--- src/common/adcsr_pkg.sv ---
// adcsr_pkg: constants and carrier types for the converter serial readout port
// assumes a 40 MHz mclk and a host shift clock well below it (bench: 200 ns)
package adcsr_pkg;

    localparam int unsigned RESULT_BITS     = 16;
    localparam int unsigned CLK_PERIOD_NS   = 25;
    // internal shift clock half period, in ns and in mclk cycles
    localparam int unsigned INT_HALF_NS     = 100;
    localparam int unsigned INT_HALF_CYC    = (INT_HALF_NS + CLK_PERIOD_NS - 1) / CLK_PERIOD_NS;
    localparam logic [3:0]  BIT_LAST        = 4'h0;
    localparam logic [15:0] RESULT_RST      = 16'h0000;

    // interrupt status bit positions
    localparam int unsigned EV_FRAME_DONE   = 0;
    localparam int unsigned EV_OVERRUN      = 1;
    localparam int unsigned EV_WIDTH        = 2;

    // register indices on the plain port
    localparam logic [1:0]  REG_STATUS      = 2'h0;
    localparam logic [1:0]  REG_CLEAR       = 2'h1;
    localparam logic [1:0]  REG_ENABLE      = 2'h2;
    localparam logic [1:0]  REG_RESULT      = 2'h3;
    localparam logic [1:0]  EV_ENABLE_RST   = 2'h0;

    // static configuration straps of the serial port
    typedef struct packed {
        logic port_select;          // high: serial mode
        logic clock_source_select;  // high: host supplies shift clock
        logic frame_sync_polarity;  // high: frame sync active low
        logic shift_clock_invert;   // high: update on falling host clock edge, rising internal clock pin edge
        logic output_coding_select; // high: straight binary
    } adcsr_cfg_t;

    // conversion side handshake from the converter core
    typedef struct packed {
        logic        conv_active;   // conversion in progress
        logic        conv_done;     // one-cycle pulse: result latched
        logic [15:0] result;
    } adcsr_conv_t;

endpackage : adcsr_pkg

--- src/rtl/adcsr_sync.sv ---
// adcsr_sync: two flip-flop level synchroniser, WIDTH bits
// assumes inputs are asynchronous to mclk
`timescale 1ns/1ps
`default_nettype none
module adcsr_sync #(
    parameter int unsigned WIDTH = 1
) (
    input  wire logic             mclk,
    input  wire logic             rst_n,
    input  wire logic [WIDTH-1:0] async_in,
    output logic      [WIDTH-1:0] sync_out
);
    logic [WIDTH-1:0] meta_q;

    always_ff @(posedge mclk)
    begin
        if (!rst_n)
        begin
            meta_q   <= '0;
            sync_out <= '0;
        end
        else
        begin
            meta_q   <= async_in;
            sync_out <= meta_q;
        end
    end
endmodule : adcsr_sync
`default_nettype wire

--- src/rtl/adcsr_port.sv ---
// adcsr_port: serial readout port of a 16-bit converter sharing the parallel pins
// assumes conv carrier comes from the converter core on mclk; pins are asynchronous
//
// Overview of operation
// - with port_select low, shared pins carry parallel result bits 7 to 10.
// - external clock in serial mode makes the mode pin a chain input.
// - chain input level appears on serial_out sixteen shift clocks after read start.
// - internal clock, read mode high: shift out while next conversion runs.
// - internal clock, read mode low: shift out only after conversion finished.
// - result leaves the shift register most significant bit first.
// - output_coding_select picks the coding of the serial result.
// - coding high is straight binary; low inverts the msb, two's complement.
// - with internal clock and no invert each bit changes on the falling internal clock edge and is stable across the rising one.
// - external clock, no invert: update on rising edge, host samples falling.
// - external clock, invert: update on falling edge, host samples rising.
// - shift clock pin direction follows clock source; invert picks the edge.
// - clock source low drives internal clock out; high the host drives it.
// - frame sync is only produced with the internal shift clock.
// - polarity low: frame sync high while serial output data are valid.
// - polarity high: frame sync low while serial output data are valid.
// - external clock read unfinished at next conversion end: drop data, pulse overrun.
//
// Our own choices: the register offsets and the strobed register port.
`timescale 1ns/1ps
`default_nettype none
module adcsr_port
    import adcsr_pkg::*;
(
    input  wire logic                  mclk,
    input  wire logic                  rst_n,
    input  wire adcsr_pkg::adcsr_cfg_t cfg,
    input  wire adcsr_pkg::adcsr_conv_t conv,
    input  wire logic                  pin_d7_in,
    input  wire logic                  pin_d9_in,
    output logic                       pin_d7_out,
    output logic                       pin_d7_oe,
    output logic                       pin_d8_out,
    output logic                       pin_d9_out,
    output logic                       pin_d9_oe,
    output logic                       pin_d10_out,
    input  wire logic [1:0]            reg_addr,
    input  wire logic [7:0]            reg_wdata,
    input  wire logic                  reg_wr,
    input  wire logic                  reg_rd,
    output logic      [15:0]           reg_rdata,
    output logic                       irq
);

    ////////////////////////////////////////////////////////////////////////////
    // pin synchronisers and configuration decode

    logic [1:0] pins_s;
    logic       chain_s;
    logic       sclk_s;
    logic       sclk_prev_q;

    adcsr_sync #(.WIDTH(2)) u_sync (
        .mclk     (mclk),
        .rst_n    (rst_n),
        .async_in ({pin_d7_in, pin_d9_in}),
        .sync_out (pins_s)
    );
    assign chain_s = pins_s[1];
    assign sclk_s  = pins_s[0];

    logic serial_mode;
    logic ext_clk;
    logic read_mode_or_chain_in;

    assign serial_mode           = cfg.port_select;
    assign ext_clk               = serial_mode && cfg.clock_source_select;
    assign read_mode_or_chain_in = chain_s;

    function automatic logic [15:0] code_result(input logic [15:0] raw, input logic straight);
        code_result = straight ? raw : {~raw[15], raw[14:0]};
    endfunction : code_result

    ////////////////////////////////////////////////////////////////////////////
    // shift clock edges: host clock sampled, or internal divider

    logic       ext_rise;
    logic       ext_fall;
    logic       ext_update;
    logic [2:0] div_cnt_q;
    logic       int_sclk_q;
    logic       int_tick;

    always_ff @(posedge mclk)
    begin
        if (!rst_n)
            sclk_prev_q <= 1'b0;
        else
            sclk_prev_q <= sclk_s;
    end

    assign ext_rise   = sclk_s && !sclk_prev_q;
    assign ext_fall   = !sclk_s && sclk_prev_q;
    assign ext_update = cfg.shift_clock_invert ? ext_fall : ext_rise;
    assign int_tick = (div_cnt_q == 3'(INT_HALF_CYC - 1));

    ////////////////////////////////////////////////////////////////////////////
    // frame state machine

    typedef enum logic [1:0] {ST_IDLE, ST_WAIT, ST_SHIFT} adcsr_state_t;
    adcsr_state_t state_q;
    logic [15:0]  shreg_q;
    logic [15:0]  result_q;
    logic [4:0]   bits_left_q;
    logic         pending_q;
    logic         overrun_q;
    logic         frame_done;
    logic         int_start;

    // internal read start: read mode high shifts during conversion, low waits for idle
    assign int_start = pending_q && (read_mode_or_chain_in ? 1'b1 : !conv.conv_active);

    always_ff @(posedge mclk)
    begin
        if (!rst_n || state_q != ST_SHIFT || ext_clk)
        begin
            div_cnt_q  <= '0;
            int_sclk_q <= 1'b0;
        end
        else
        begin
            div_cnt_q <= int_tick ? 3'h0 : div_cnt_q + 3'h1;
            if (int_tick)
                int_sclk_q <= ~int_sclk_q;
        end
    end

    always_ff @(posedge mclk)
    begin
        if (!rst_n)
        begin
            result_q  <= RESULT_RST;
            pending_q <= 1'b0;
        end
        else if (conv.conv_done)
        begin
            result_q  <= conv.result;
            pending_q <= 1'b1;
        end
        else if (state_q == ST_WAIT && !ext_clk && int_start)
            pending_q <= 1'b0;
        else if (state_q == ST_IDLE && ext_clk)
            pending_q <= 1'b0;
    end

    always_ff @(posedge mclk)
    begin
        if (!rst_n)
        begin
            state_q     <= ST_IDLE;
            shreg_q     <= RESULT_RST;
            bits_left_q <= '0;
            overrun_q   <= 1'b0;
        end
        else
        begin
            overrun_q <= 1'b0;
            case (state_q)
                ST_IDLE:
                begin
                    if (serial_mode && (conv.conv_done || pending_q))
                        state_q <= ST_WAIT;
                end
                ST_WAIT:
                begin
                    if (!serial_mode)
                        state_q <= ST_IDLE;
                    else if (ext_clk || int_start)
                    begin
                        shreg_q     <= code_result(result_q, cfg.output_coding_select);
                        bits_left_q <= 5'(RESULT_BITS);
                        state_q     <= ST_SHIFT;
                    end
                end
                ST_SHIFT:
                begin
                    if (!serial_mode)
                        state_q <= ST_IDLE;
                    else if (ext_clk && conv.conv_done && bits_left_q != 5'h0 && bits_left_q != 5'(RESULT_BITS))
                    begin
                        overrun_q <= 1'b1;
                        shreg_q     <= code_result(conv.result, cfg.output_coding_select);
                        bits_left_q <= 5'(RESULT_BITS);
                    end
                    else if (ext_clk ? ext_update : (int_tick && int_sclk_q))
                    begin
                        // internal mode changes on the falling clock so the rising edge sees a stable bit
                        shreg_q <= {shreg_q[14:0], ext_clk ? chain_s : 1'b0};
                        if (bits_left_q != 5'h0)
                            bits_left_q <= bits_left_q - 5'h1;
                        if (!ext_clk && bits_left_q == 5'h1)
                            state_q <= ST_IDLE;
                    end
                    else if (ext_clk && conv.conv_done)
                    begin
                        shreg_q     <= code_result(conv.result, cfg.output_coding_select);
                        bits_left_q <= 5'(RESULT_BITS);
                    end
                end
                default:
                    state_q <= ST_IDLE;
            endcase
        end
    end

    assign frame_done = (state_q == ST_SHIFT) && (bits_left_q == 5'h1)
                      && (ext_clk ? ext_update : (int_tick && int_sclk_q));

    ////////////////////////////////////////////////////////////////////////////
    // shared pin drivers

    logic sync_active;
    assign sync_active = (state_q == ST_SHIFT) && !ext_clk;

    always_ff @(posedge mclk)
    begin
        if (!rst_n)
        begin
            pin_d7_out  <= 1'b0;
            pin_d7_oe   <= 1'b1;
            pin_d8_out  <= 1'b0;
            pin_d9_out  <= 1'b0;
            pin_d9_oe   <= 1'b1;
            pin_d10_out <= 1'b0;
        end
        else if (!serial_mode)
        begin
            pin_d7_out  <= result_q[7];
            pin_d7_oe   <= 1'b1;
            pin_d8_out  <= result_q[8];
            pin_d9_out  <= result_q[9];
            pin_d9_oe   <= 1'b1;
            pin_d10_out <= result_q[10];
        end
        else
        begin
            pin_d7_out  <= 1'b0;
            pin_d7_oe   <= 1'b0;
            pin_d8_out  <= shreg_q[15];
            pin_d9_out  <= int_sclk_q ^ cfg.shift_clock_invert;
            pin_d9_oe   <= !cfg.clock_source_select;
            pin_d10_out <= ext_clk ? 1'b0 : (sync_active ^ cfg.frame_sync_polarity);
        end
    end

    ////////////////////////////////////////////////////////////////////////////
    // event flags and register port

    logic [EV_WIDTH-1:0] ev_status_q;
    logic [EV_WIDTH-1:0] ev_enable_q;
    logic [EV_WIDTH-1:0] ev_set;
    logic [EV_WIDTH-1:0] ev_clr;

    assign ev_set = {overrun_q, frame_done};
    assign ev_clr = (reg_wr && reg_addr == REG_CLEAR) ? reg_wdata[EV_WIDTH-1:0] : '0;

    always_ff @(posedge mclk)
    begin
        if (!rst_n)
            ev_status_q <= '0;
        else
            ev_status_q <= (ev_status_q & ~ev_clr) | ev_set;
    end

    always_ff @(posedge mclk)
    begin
        if (!rst_n)
            ev_enable_q <= EV_ENABLE_RST;
        else if (reg_wr && reg_addr == REG_ENABLE)
            ev_enable_q <= reg_wdata[EV_WIDTH-1:0];
    end

    always_ff @(posedge mclk)
    begin
        if (!rst_n)
        begin
            reg_rdata <= '0;
            irq       <= 1'b0;
        end
        else
        begin
            irq <= |(((ev_status_q & ~ev_clr) | ev_set) & ev_enable_q);
            if (reg_rd)
            begin
                case (reg_addr)
                    REG_STATUS: reg_rdata <= {14'h0000, ev_status_q};
                    REG_ENABLE: reg_rdata <= {14'h0000, ev_enable_q};
                    REG_RESULT: reg_rdata <= result_q;
                    default:    reg_rdata <= '0;
                endcase
            end
            else
                reg_rdata <= '0;
        end
    end
endmodule : adcsr_port
`default_nettype wire

--- config.mk ---
export PLATFORM = sky130hd
export DESIGN_NAME = adcsr_port
export DESIGN_NICKNAME = d
export VERILOG_FILES = /design/src/common/adcsr_pkg.sv /design/src/rtl/adcsr_sync.sv /design/src/rtl/adcsr_port.sv
export SDC_FILE = /design/constraint.sdc
export NUM_CORES = 1
export LEC_CHECK = 0
export BUFFER_PORTS_ARGS = -buffer_cell sky130_fd_sc_hd__buf_2
export CAP_MARGIN = 20
export CORE_MARGIN = 5
export CORE_UTILIZATION = 59
export CTS_CLUSTER_DIAMETER = 100
export CTS_CLUSTER_SIZE = 14
export DETAILED_ROUTE_END_ITERATION = 6
export GPL_TIMING_DRIVEN = 1
export MAX_ROUTING_LAYER = met4
export PLACE_DENSITY = 0.94
export SYNTH_ARGS = -nofsm -noshare
export SYNTH_HDL_FRONTEND = slang
export SYNTH_HIERARCHICAL = 1
export SYNTH_SLANG_ARGS = --single-unit
--- constraint.sdc ---
create_clock -name mclk -period 5.95 [get_ports mclk]
set_input_delay 0.595 -clock mclk [delete_from_list [all_inputs] [get_ports mclk]]
set_output_delay 0.595 -clock mclk [all_outputs]
set_load 0.02 [all_outputs]
==> run_summary.xml, run 1 <==
<?xml version="1.0" encoding="UTF-8"?>
<metrics>
  <group name="status">
    <metric name="run_status" unit="">finished, final reports clean</metric>
  </group>
  <group name="clock_network">
    <metric name="post_cts.repair.setup_buffers" unit="">0</metric>
    <metric name="insertion_delay" unit="ns">0.35</metric>
    <metric name="cts_max_path_buffers" unit="">2</metric>
    <metric name="tritoncts.num_buffers" unit="">9</metric>
    <metric name="cts_repair_resize_count" unit="">0</metric>
    <metric name="cts_max_level" unit="">3</metric>
    <metric name="post_cts_hold_fix_bufs" unit="">0</metric>
    <metric name="cts_root_buf" unit="">clkbuf_8</metric>
    <metric name="clk_transition_reported_paths" unit="ns">0.08</metric>
    <metric name="cts_tree" unit="">built</metric>
    <metric name="clk_sinks" unit="">77</metric>
  </group>
  <group name="logic_synthesis">
    <metric name="leading_cell_type_by_number_of_instances_after_synthesis" unit="">dfxtp_1</metric>
    <metric name="synth_largest_area_cell" unit="">dfxtp_1</metric>
    <metric name="post_synth_main_area_contributors" unit="">dfxtp_1 (47%), mux2i_1 (6.4%), nor2_1 (5.6%), a22o_1 (4.8%), and2_1 (3.8%)</metric>
    <metric name="synth.yosys.warnings" unit="">6</metric>
    <metric name="yosys.area.top_type_share" unit="%">46.9</metric>
    <metric name="synth.avg_cell_area" unit="um^2">9.38</metric>
    <metric name="syn_inst_count" unit="">350</metric>
    <metric name="synth_fp_nets" unit="">394</metric>
    <metric name="post_synth_num_cell_types" unit="">53</metric>
    <metric name="synth-async-reset-ratio" unit="%">0</metric>
    <metric name="dominantRegCellSynth" unit="">dfxtp_1</metric>
    <metric name="ys_top_cells_by_count" unit="">dfxtp_1 (77), nor2_1 (49), mux2i_1 (21), and2_1 (20)</metric>
    <metric name="synthesis.area" unit="um^2">3280</metric>
    <metric name="synth_seq_cells" unit="">77</metric>
    <metric name="synth-edff-count" unit="">0</metric>
    <metric name="synth_seq_area_share" unit="%">46.9</metric>
  </group>
  <group name="detailed_routing">
    <metric name="drt_wl_total" unit="um">7630</metric>
    <metric name="detail_route.drc_violations" unit="">0</metric>
    <metric name="drt_pre_antenna_iters" unit="">5</metric>
    <metric name="ant_nets" unit="">0</metric>
    <metric name="routed_via_density" unit="">5.96</metric>
    <metric name="dr.first_iter.drc_count" unit="">246</metric>
    <metric name="wirelength_per_cell" unit="um">16.0</metric>
    <metric name="vias" unit="">2836</metric>
  </group>
  <group name="worst_setup_path">
    <metric name="slowest_delay" unit="ns">0.60</metric>
    <metric name="r2r_cells" unit="">7</metric>
    <metric name="critical_path.cell_chain" unit="">buf_2 -&gt; nand3_1 -&gt; o21ai_2 -&gt; o211ai_1 -&gt; a32o_1 -&gt; a311oi_1</metric>
    <metric name="worst_path_max_delay_cell" unit="">o21ai_2</metric>
    <metric name="start_kind" unit="">input port</metric>
    <metric name="critical_path_buf_inv_count" unit="">1</metric>
    <metric name="end_kind" unit="">register</metric>
    <metric name="worst_r2r_src" unit="">div_cnt_q[0]$_SDFF_PP0_</metric>
    <metric name="crit_type" unit="">input port to register</metric>
    <metric name="regToRegSetupSlack" unit="ns">3.70</metric>
    <metric name="critical-path-top-delay-family" unit="">compound AO/OA/AOI/OAI gates</metric>
    <metric name="reg2reg_to" unit="">shreg_q[14]$_SDFFE_PN0P_</metric>
    <metric name="critical_path.max_fanout" unit="">20</metric>
    <metric name="worst-endpoint-required" unit="ns">6.21</metric>
    <metric name="timing.critical_path.arrival" unit="ns">2.63</metric>
  </group>
  <group name="die">
    <metric name="num_rows" unit="">27</metric>
    <metric name="design.portCount" unit="">62</metric>
    <metric name="chipWidth" unit="um">84.6</metric>
    <metric name="floorplan.die.height" unit="um">84.6</metric>
    <metric name="initial_core_util" unit="%">60.0</metric>
    <metric name="die_area" unit="um^2">7160</metric>
    <metric name="core_area" unit="um^2">5470</metric>
  </group>
  <group name="timing">
    <metric name="final.setup.worst_slack" unit="ns">3.57</metric>
    <metric name="final_min_period_over_clock_period" unit="%">39.9</metric>
    <metric name="timing_worst_slew_pin_value" unit="ns">0.785</metric>
    <metric name="timing.final.crit_period" unit="ns">2.38</metric>
    <metric name="fmax" unit="MHz">421</metric>
    <metric name="slew_viol_final" unit="">0</metric>
    <metric name="clock_skew" unit="ns">0.00819</metric>
    <metric name="final-hold-violation-count" unit="">0</metric>
    <metric name="setup-violations-final" unit="">0</metric>
    <metric name="fin_tns_setup" unit="ns">0</metric>
    <metric name="rsz_0062_raised_after_global_routing" unit="">no</metric>
    <metric name="slew_headroom" unit="%">47.5</metric>
  </group>
  <group name="global_routing">
    <metric name="globalRouteMet3Util" unit="%">4.91</metric>
    <metric name="grt_util_met1" unit="%">26.0</metric>
    <metric name="global_route.usage.total" unit="%">22.8</metric>
    <metric name="antenna_violations_before_repair" unit="">0</metric>
    <metric name="globalRouteMet2Util" unit="%">37.1</metric>
    <metric name="grt_first_pass_wirelength" unit="um">12800</metric>
    <metric name="grt_start_max_net_pins" unit="">37</metric>
    <metric name="grt_overflow_total" unit="">0</metric>
    <metric name="grt_pass1_vias" unit="">2866</metric>
    <metric name="top_usage_layer_grt" unit="">met2</metric>
  </group>
  <group name="finish">
    <metric name="num-nets-final" unit="">443</metric>
    <metric name="diodes" unit="">0</metric>
    <metric name="area_delta_synth_final" unit="%">16.1</metric>
    <metric name="final_layout_size_suffix_gt1_share" unit="%">21.5</metric>
  </group>
  <group name="power_and_ir_drop">
    <metric name="power.leakage" unit="nW">1.63</metric>
    <metric name="cellPowerDensity" unit="nW/um^2">292</metric>
    <metric name="report.power.total" unit="mW">1.11</metric>
    <metric name="vdd.ir_drop.worst" unit="V">0.000194</metric>
  </group>
  <group name="hold_path">
    <metric name="min_from" unit="">div_cnt_q[0]$_SDFF_PP0_</metric>
    <metric name="path_class_of_the_lowest_slack_min_delay_path" unit="">register to register</metric>
    <metric name="depth_of_the_worst_hold_timing_path" unit="">1</metric>
    <metric name="worst_hold_path.endpoint" unit="">div_cnt_q[0]$_SDFF_PP0_</metric>
  </group>
  <group name="placed_design">
    <metric name="place.gp.congestion" unit="">0.868</metric>
    <metric name="dpl_worst_slack" unit="ns">2.99</metric>
    <metric name="port_buffers" unit="">55</metric>
    <metric name="dp_hpwl" unit="um">5050</metric>
  </group>
  <group name="job">
    <metric name="max_capacitance_violation_total" unit="">0</metric>
  </group>
</metrics>
[worst max-delay path by stage]
stage                                     to  cells after the start                    start
floorplan            shreg_q[0]$_SDFFE_PN0P_                      8                   cfg[4]
global placement     shreg_q[5]$_SDFFE_PN0P_                      6                   cfg[4]
detailed placement   shreg_q[9]$_SDFFE_PN0P_                      6                   cfg[4]
CTS                  shreg_q[9]$_SDFFE_PN0P_                      7  div_cnt_q[0]$_SDFF_PP0_
global route        shreg_q[15]$_SDFFE_PN0P_                      6                 conv[16]
finish              shreg_q[15]$_SDFFE_PN0P_                      6                 conv[16]
[kinds of logic after synthesis]
family | synth area share [%]
AO/OA/AOI/OAI | 16.6
AND/OR/NAND/NOR | 22.1
flip-flops | 46.9
XOR/XNOR | 1.07
multiplexers | 7.09
adder cells (fa/ha/maj) | 1.90
buffers and inverters | 4.30
[layout make-up]
| cell class | instances | area, um^2 |
|---|---|---|
| Multi-Input combinational cell | 246 | 1600 |
| Fill cell | 432 | 1660 |
| Clock buffer | 11 | 141 |
| Inverter | 6 | 22.5 |
| Sequential cell | 77 | 1540 |
| Timing Repair Buffer | 59 | 309 |
| Clock inverter | 5 | 108 |
| Tap cell | 72 | 90.1 |
[layout by cell type (no fill, tap or decap), types with 5 or more instances in the layout]
master,synthesis,final
a21oi_1,7,7
a22o_1,18,18
a31oi_1,15,15
and2_1,20,20
buf_2,5,55
clkbuf_8,0,10
dfxtp_1,77,77
ha_1,5,5
inv_1,5,5
mux2i_1,21,21
nand2_1,17,17
nand3_1,18,18
nor2_1,49,49
nor3_1,7,7
o21ai_0,16,16
or3_1,5,5
[registers in the layout, indices dropped and copies added, names as in the netlist, 2 cells and up]
signal	cells
bits_left_q	5
ev_status_q	2
reg_rdata	16
div_cnt_q	3
u_sync/meta_q	2
u_sync/sync_out	2
result_q	16
shreg_q	16
ev_enable_q	2
state_q	2
[layer usage]
| metal | part of all wire, % | vias to the layer above |
|---|---|---|
| li1 | - | 1344 |
| met1 | 40 | 1342 |
| met2 | 50 | 128 |
| met3 | 7.6 | 22 |
| met4 | 2.5 | 0 |
| met5 | 0 | - |
[worst reg2reg max path, cell delays in order (launching register included)]
cell     delay [ns]
dfxtp_1        0.34
ha_1           0.15
ha_1           0.26
a22o_1         0.29
o21a_1         0.57
nand3_1        0.16
a31oi_1        0.26
a22o_1         0.16
[power breakdown]
| part | switching (mW) | internal [mW] | total [mW] | leakage, nW |
|---|---|---|---|---|
| Sequential | 0.00899 | 0.528 | 0.537 | 0.626 |
| Clock | 0.192 | 0.292 | 0.483 | 0.124 |
| Combinational | 0.0563 | 0.0358 | 0.0920 | 0.879 |
[per-stage QoR]
stage                     instance area (um^2)  hold WS [ns]  utilization, %  instances
final                                     3810         0.441            69.7        476
after global routing                      3810         0.458            69.7        476
after CTS                                 3800         0.437            69.5        475
after detailed placement                  3550         0.421            64.9        459
after global placement                    3550         0.412            64.9        459
after floorplan                           3280         0.404               -        350
Power figures use the tool's default switching activity.
==> inputs of run 2 (changes only) <==
--- a/config.mk
+++ b/config.mk
@@ -8,13 +8,13 @@
 export BUFFER_PORTS_ARGS = -buffer_cell sky130_fd_sc_hd__buf_2
 export CAP_MARGIN = 20
 export CORE_MARGIN = 5
-export CORE_UTILIZATION = 59
+export CORE_UTILIZATION = 55
 export CTS_CLUSTER_DIAMETER = 100
 export CTS_CLUSTER_SIZE = 14
 export DETAILED_ROUTE_END_ITERATION = 6
 export GPL_TIMING_DRIVEN = 1
 export MAX_ROUTING_LAYER = met4
-export PLACE_DENSITY = 0.94
+export PLACE_DENSITY = 0.89
 export SYNTH_ARGS = -nofsm -noshare
 export SYNTH_HDL_FRONTEND = slang
 export SYNTH_HIERARCHICAL = 1
==> constraint.sdc (replaced) <==
create_clock -name mclk -period 2.2 [get_ports mclk]
set_input_delay 0.22 -clock mclk [delete_from_list [all_inputs] [get_ports mclk]]
set_output_delay 0.22 -clock mclk [all_outputs]
set_load 0.02 [all_outputs]
==> run 2 against run 1 <==
Core utilization shrank 3.0 points. Critical path depth increased by 2. Worst setup slack worse by 3.4 ns. Routed wire length fell by 1.6%. Sequential share of layout area shrank 0.88 points. Design area increased by 2.2%. Die area up 6.4%. Count of clock-buffer cells in the layout unchanged. Largest cell class unchanged.
==> run_summary.xml, run 2 (same netlist as run 1, synthesis figures left out) <==
<?xml version="1.0" encoding="UTF-8"?>
<metrics>
  <group name="power_and_ir_drop">
    <metric name="power.leakage" unit="nW">1.68</metric>
    <metric name="vdd.ir_drop.worst" unit="V">0.000399</metric>
    <metric name="report.power.total" unit="mW">2.80</metric>
    <metric name="cellPowerDensity" unit="nW/um^2">719</metric>
  </group>
  <group name="clock_network">
    <metric name="insertion_delay" unit="ns">0.35</metric>
    <metric name="cts_repair_resize_count" unit="">1</metric>
    <metric name="cts_max_path_buffers" unit="">2</metric>
    <metric name="tritoncts.num_buffers" unit="">9</metric>
    <metric name="cts_root_buf" unit="">clkbuf_8</metric>
    <metric name="cts_max_level" unit="">3</metric>
    <metric name="clk_transition_reported_paths" unit="ns">0.08</metric>
    <metric name="post_cts_hold_fix_bufs" unit="">0</metric>
    <metric name="clk_sinks" unit="">77</metric>
    <metric name="post_cts.repair.setup_buffers" unit="">0</metric>
    <metric name="cts_tree" unit="">built</metric>
  </group>
  <group name="worst_setup_path">
    <metric name="timing.critical_path.arrival" unit="ns">2.30</metric>
    <metric name="critical_path.max_fanout" unit="">6</metric>
    <metric name="end_kind" unit="">register</metric>
    <metric name="worst-endpoint-required" unit="ns">2.48</metric>
    <metric name="crit_type" unit="">register to register</metric>
    <metric name="start_kind" unit="">register</metric>
  </group>
  <group name="timing">
    <metric name="final_min_period_over_clock_period" unit="%">91.6</metric>
    <metric name="clock_skew" unit="ns">0.00723</metric>
    <metric name="timing.final.crit_period" unit="ns">2.02</metric>
    <metric name="slew_viol_final" unit="">0</metric>
    <metric name="final-hold-violation-count" unit="">0</metric>
    <metric name="slew_headroom" unit="%">56.3</metric>
    <metric name="timing_worst_slew_pin_value" unit="ns">0.653</metric>
    <metric name="fmax" unit="MHz">496</metric>
    <metric name="rsz_0062_raised_after_global_routing" unit="">no</metric>
    <metric name="setup-violations-final" unit="">0</metric>
  </group>
  <group name="finish">
    <metric name="layout.cells.most_common" unit="">dfxtp_1</metric>
    <metric name="area_delta_synth_final" unit="%">18.7</metric>
    <metric name="fin_util" unit="%">66.6</metric>
    <metric name="final_cells" unit="">493</metric>
    <metric name="num-nets-final" unit="">457</metric>
    <metric name="layout_common_cells" unit="">dfxtp_1 (77), buf_2 (55), nor2_1 (49)</metric>
    <metric name="seqCellArea" unit="um^2">1540</metric>
    <metric name="diodes" unit="">0</metric>
    <metric name="num-fill-cells" unit="">468</metric>
    <metric name="final_layout_size_suffix_gt1_share" unit="%">24.4</metric>
    <metric name="largestRegisters" unit="">reg_rdata (16), result_q (16), shreg_q (16)</metric>
    <metric name="multiInputGateArea" unit="um^2">1600</metric>
    <metric name="postLayoutCellArea" unit="um^2">3900</metric>
  </group>
  <group name="die">
    <metric name="floorplan.die.height" unit="um">87.3</metric>
    <metric name="initial_core_util" unit="%">56.1</metric>
    <metric name="core_area" unit="um^2">5850</metric>
    <metric name="die_area" unit="um^2">7620</metric>
    <metric name="design.portCount" unit="">62</metric>
    <metric name="num_rows" unit="">28</metric>
    <metric name="chipWidth" unit="um">87.3</metric>
  </group>
  <group name="placed_design">
    <metric name="port_buffers" unit="">55</metric>
    <metric name="place.gp.congestion" unit="">0.883</metric>
    <metric name="dp_hpwl" unit="um">5190</metric>
    <metric name="post-place-cells" unit="">477</metric>
    <metric name="dpl-instance-area" unit="um^2">3690</metric>
  </group>
  <group name="detailed_routing">
    <metric name="drt_wl_total" unit="um">7510</metric>
    <metric name="post_route_met1_wirelength" unit="um">3190</metric>
    <metric name="vias" unit="">2762</metric>
    <metric name="detail_route.drc_violations" unit="">0</metric>
    <metric name="wirelength_per_cell" unit="um">15.2</metric>
    <metric name="routed-wl-met3" unit="um">432</metric>
    <metric name="maxUsedRoutingLayer" unit="">met4</metric>
    <metric name="met2WireLength" unit="um">3760</metric>
    <metric name="routed_via_density" unit="">5.60</metric>
    <metric name="dr.first_iter.drc_count" unit="">200</metric>
    <metric name="ant_nets" unit="">0</metric>
    <metric name="drt_pre_antenna_iters" unit="">4</metric>
  </group>
  <group name="hold_path">
    <metric name="path_class_of_the_lowest_slack_min_delay_path" unit="">input port to register</metric>
  </group>
  <group name="status">
    <metric name="run_status" unit="">finished, final reports clean</metric>
  </group>
  <group name="global_routing">
    <metric name="grt_overflow_total" unit="">0</metric>
    <metric name="global_route.usage.total" unit="%">21.5</metric>
    <metric name="grt_pass1_vias" unit="">2641</metric>
    <metric name="grt_start_max_net_pins" unit="">36</metric>
    <metric name="antenna_violations_before_repair" unit="">0</metric>
    <metric name="grt_first_pass_wirelength" unit="um">12400</metric>
  </group>
  <group name="job">
    <metric name="max_capacitance_violation_total" unit="">0</metric>
  </group>
</metrics>
run 2: final cells by class:
type / count / area share, %
clock buffers: 11 / 3.63
clock inverters: 5 / 1.54
inverters: 6 / 0.578
multi-input cells: 246 / 41.1
flip-flops and latches: 77 / 39.5
well taps: 75 / 2.41
repair buffers: 73 / 11.2
run 2: path summary, 6_finish.rpt:
check,cells past startpoint,slack (ns),from,endpoint
worst max-delay path,8,0.18,div_cnt_q[0]$_SDFF_PP0_,bits_left_q[1]$_SDFFE_PN0P_
worst min-delay path,2,0.07,pin_d9_in,u_sync/meta_q[0]$_SDFF_PN0_
worst max register to register,8,0.18,div_cnt_q[0]$_SDFF_PP0_,bits_left_q[1]$_SDFFE_PN0P_
worst min register to register,1,0.44,div_cnt_q[0]$_SDFF_PP0_,div_cnt_q[0]$_SDFF_PP0_
run 2: worst max-delay path, stage by stage (launching register included):
cell,delay [ns]
dfxtp_1,0.34
ha_1,0.15
ha_1,0.17
a22o_1,0.22
nand2_4,0.08
buf_4,0.16
or3_1,0.37
or3_1,0.33
mux2i_1,0.13
run 2: report_power, final:
group          switching, mW  total (mW)  internal [mW]
combinational          0.153       0.269          0.116
clock                  0.525        1.08          0.557
sequential            0.0240        1.45           1.43
run 2: metal layers:
| layer | global-route usage (%) | vias up |
|---|---|---|
| met3 | 4.82 | 11 |
| li1 | - | 1364 |
| met1 | 25.7 | 1307 |
| met5 | - | - |
| met2 | 34.9 | 80 |
| met4 | 8.51 | 0 |
run 2: stage by stage:
stage	setup WS, ns	hold WS, ns	setup TNS [ns]
final	0.184	0.0678	0
after global routing	0.0285	0.0678	0
after CTS	0.184	0.0606	0
after detailed placement	-0.0824	0.422	-1.12
after global placement	-0.00260	0.410	-0.0208
after floorplan	0.259	0.292	0
==> inputs of run 3 (changes only) <==
--- a/config.mk
+++ b/config.mk
@@ -7,7 +7,7 @@
 export LEC_CHECK = 0
 export BUFFER_PORTS_ARGS = -buffer_cell sky130_fd_sc_hd__buf_2
 export CAP_MARGIN = 20
-export CORE_MARGIN = 5
+export CORE_MARGIN = 2
 export CORE_UTILIZATION = 55
 export CTS_CLUSTER_DIAMETER = 100
 export CTS_CLUSTER_SIZE = 14
@@ -15,6 +15,7 @@
 export GPL_TIMING_DRIVEN = 1
 export MAX_ROUTING_LAYER = met4
 export PLACE_DENSITY = 0.89
+export REMOVE_ABC_BUFFERS = 1
 export SYNTH_ARGS = -nofsm -noshare
 export SYNTH_HDL_FRONTEND = slang
 export SYNTH_HIERARCHICAL = 1
==> run 3 against run 2 <==
Maximum frequency shrank 1.9%. Sequential cell count did not move. Power grew 4.5%. Final cell count shrank 0.81%. First-iteration DRC count is 5.5% higher. Sequential power is essentially flat. Highest routed layer unchanged. Worst setup slack worse by 0.039 ns. Non-clock buffer count is 4 lower.
==> run_summary.xml, run 3 (same netlist as run 1, synthesis figures left out) <==
<?xml version="1.0" encoding="UTF-8"?>
<metrics>
  <group name="status">
    <metric name="run_status" unit="">finished, final reports clean</metric>
  </group>
  <group name="clock_network">
    <metric name="insertion_delay" unit="ns">0.35</metric>
    <metric name="clk_transition_reported_paths" unit="ns">0.08</metric>
    <metric name="cts_root_buf" unit="">clkbuf_8</metric>
    <metric name="cts_tree" unit="">built</metric>
    <metric name="post_cts.repair.setup_buffers" unit="">0</metric>
    <metric name="post_cts_hold_fix_bufs" unit="">0</metric>
    <metric name="clk_sinks" unit="">77</metric>
    <metric name="tritoncts.num_buffers" unit="">9</metric>
    <metric name="cts_max_level" unit="">3</metric>
    <metric name="cts_max_path_buffers" unit="">2</metric>
  </group>
  <group name="global_routing">
    <metric name="grt_pass1_vias" unit="">2611</metric>
    <metric name="grt_first_pass_wirelength" unit="um">12000</metric>
    <metric name="grt_overflow_total" unit="">0</metric>
    <metric name="global_route.usage.total" unit="%">24.6</metric>
    <metric name="antenna_violations_before_repair" unit="">0</metric>
    <metric name="grt_start_max_net_pins" unit="">36</metric>
  </group>
  <group name="worst_setup_path">
    <metric name="crit_type" unit="">register to register</metric>
    <metric name="worst_path_max_delay_cell" unit="">a21oi_4</metric>
    <metric name="critical_path.max_fanout" unit="">16</metric>
    <metric name="critical_path.cell_chain" unit="">ha_1 -&gt; ha_1 -&gt; a22o_1 -&gt; nand2_4 -&gt; o32ai_4 -&gt; buf_4 -&gt; a21oi_4 -&gt; a22o_1</metric>
    <metric name="worst-endpoint-required" unit="ns">2.49</metric>
    <metric name="r2r_cells" unit="">8</metric>
    <metric name="slowest_delay" unit="ns">0.41</metric>
    <metric name="timing.critical_path.arrival" unit="ns">2.35</metric>
    <metric name="end_kind" unit="">register</metric>
    <metric name="start_kind" unit="">register</metric>
  </group>
  <group name="timing">
    <metric name="slew_headroom" unit="%">53.9</metric>
    <metric name="final-hold-violation-count" unit="">0</metric>
    <metric name="final_min_period_over_clock_period" unit="%">93.4</metric>
    <metric name="fmax" unit="MHz">487</metric>
    <metric name="timing.final.crit_period" unit="ns">2.05</metric>
    <metric name="slew_viol_final" unit="">0</metric>
    <metric name="timing_worst_slew_pin_value" unit="ns">0.688</metric>
    <metric name="clock_skew" unit="ns">0.0106</metric>
    <metric name="rsz_0062_raised_after_global_routing" unit="">no</metric>
    <metric name="setup-violations-final" unit="">0</metric>
  </group>
  <group name="finish">
    <metric name="num-nets-final" unit="">453</metric>
    <metric name="diodes" unit="">0</metric>
    <metric name="area_delta_synth_final" unit="%">17.9</metric>
    <metric name="final_layout_size_suffix_gt1_share" unit="%">23.9</metric>
    <metric name="final_cells" unit="">489</metric>
    <metric name="largestRegisters" unit="">reg_rdata (16), result_q (16), shreg_q (16)</metric>
    <metric name="layout.cells.most_common" unit="">dfxtp_1</metric>
    <metric name="layout_common_cells" unit="">dfxtp_1 (77), buf_2 (55), nor2_1 (49)</metric>
    <metric name="fin_util" unit="%">66.2</metric>
    <metric name="num-fill-cells" unit="">444</metric>
  </group>
  <group name="power_and_ir_drop">
    <metric name="cellPowerDensity" unit="nW/um^2">757</metric>
    <metric name="power.leakage" unit="nW">1.66</metric>
    <metric name="vdd.ir_drop.worst" unit="V">0.000566</metric>
  </group>
  <group name="hold_path">
    <metric name="path_class_of_the_lowest_slack_min_delay_path" unit="">input port to register</metric>
    <metric name="depth_of_the_worst_hold_timing_path" unit="">2</metric>
  </group>
  <group name="die">
    <metric name="die_area" unit="um^2">6610</metric>
    <metric name="chipWidth" unit="um">81.3</metric>
    <metric name="core_area" unit="um^2">5850</metric>
    <metric name="design.portCount" unit="">62</metric>
    <metric name="num_rows" unit="">28</metric>
    <metric name="floorplan.die.height" unit="um">81.3</metric>
    <metric name="initial_core_util" unit="%">56.1</metric>
  </group>
  <group name="detailed_routing">
    <metric name="wirelength_per_cell" unit="um">15.0</metric>
    <metric name="ant_nets" unit="">0</metric>
    <metric name="detail_route.drc_violations" unit="">0</metric>
    <metric name="dr.first_iter.drc_count" unit="">211</metric>
    <metric name="drt_pre_antenna_iters" unit="">5</metric>
    <metric name="vias" unit="">2794</metric>
    <metric name="routed_via_density" unit="">5.71</metric>
    <metric name="drt_wl_total" unit="um">7320</metric>
  </group>
  <group name="placed_design">
    <metric name="place.gp.congestion" unit="">0.827</metric>
    <metric name="dp_hpwl" unit="um">4980</metric>
    <metric name="post-place-cells" unit="">473</metric>
    <metric name="port_buffers" unit="">55</metric>
  </group>
  <group name="job">
    <metric name="max_capacitance_violation_total" unit="">0</metric>
  </group>
</metrics>
[run 3: power by group]
part           internal [mW]  total, mW  switching [mW]  leakage [nW]
Combinational          0.105      0.257           0.152         0.928
Sequential              1.43       1.45          0.0230         0.626
Clock                  0.678       1.22           0.546         0.110
[run 3: layout make-up]
type / count / area (um^2) / share of cell area (%)
multi-input cells: 246 / 1600 / 41.4
flip-flops and latches: 77 / 1540 / 39.8
repair buffers: 69 / 380 / 9.82
clock buffers: 10 / 138 / 3.55
well taps: 75 / 93.8 / 2.42
clock inverters: 6 / 92.6 / 2.39
inverters: 6 / 22.5 / 0.582
[run 3: metal layers]
layer  vias to the layer above  global-route usage (%)  part of all wire [%]
li1                       1361                       -                     -
met1                      1323                    30.5                    44
met2                        95                    38.1                    49
met3                        15                    8.33                   5.7
met4                         0                    7.29                   1.2
met5                         -                       -                     0
[run 3: through the flow]
stage               area [um^2]  worst slack (ns)  power, mW  hold slack [ns]  setup TNS, ns
floorplan                  3170            -0.236       1.62            0.292          -3.77
global placement           3640           -0.0146       1.73            0.409         -0.203
detailed placement         3640            -0.108       1.74            0.416          -1.46
CTS                        3870             0.140       2.94           0.0532              0
global route               3870           0.00640       3.05           0.0601              0
finish                     3870             0.146       2.93           0.0685              0
[run 3: path summary, 6_finish.rpt]
kind	startpoint	endpoint	slack [ns]
worst max-delay path	div_cnt_q[0]$_SDFF_PP0_	shreg_q[9]$_SDFFE_PN0P_	0.15
worst max register to register	div_cnt_q[0]$_SDFF_PP0_	shreg_q[9]$_SDFFE_PN0P_	0.15
worst min register to register	div_cnt_q[0]$_SDFF_PP0_	div_cnt_q[0]$_SDFF_PP0_	0.42
worst min-delay path	pin_d9_in	u_sync/meta_q[0]$_SDFF_PN0_	0.07
[run 3: worst max-delay path: cells and delay by family, from the launching register on]
kind / cells / cell delay (ns)
DFF: 1 / 0.32
adders and majority gates: 2 / 0.38
AOI/OAI and AO/OA: 4 / 1.01
and+or+nand+nor: 1 / 0.10
buffers and inverters: 1 / 0.18
[run 3: what timing repair did]
item / 4_1_cts / 5_1_grt
resized for setup: 1 / 0
hold endpoints to repair: 0 / 0
setup endpoints to repair: 16 / 0
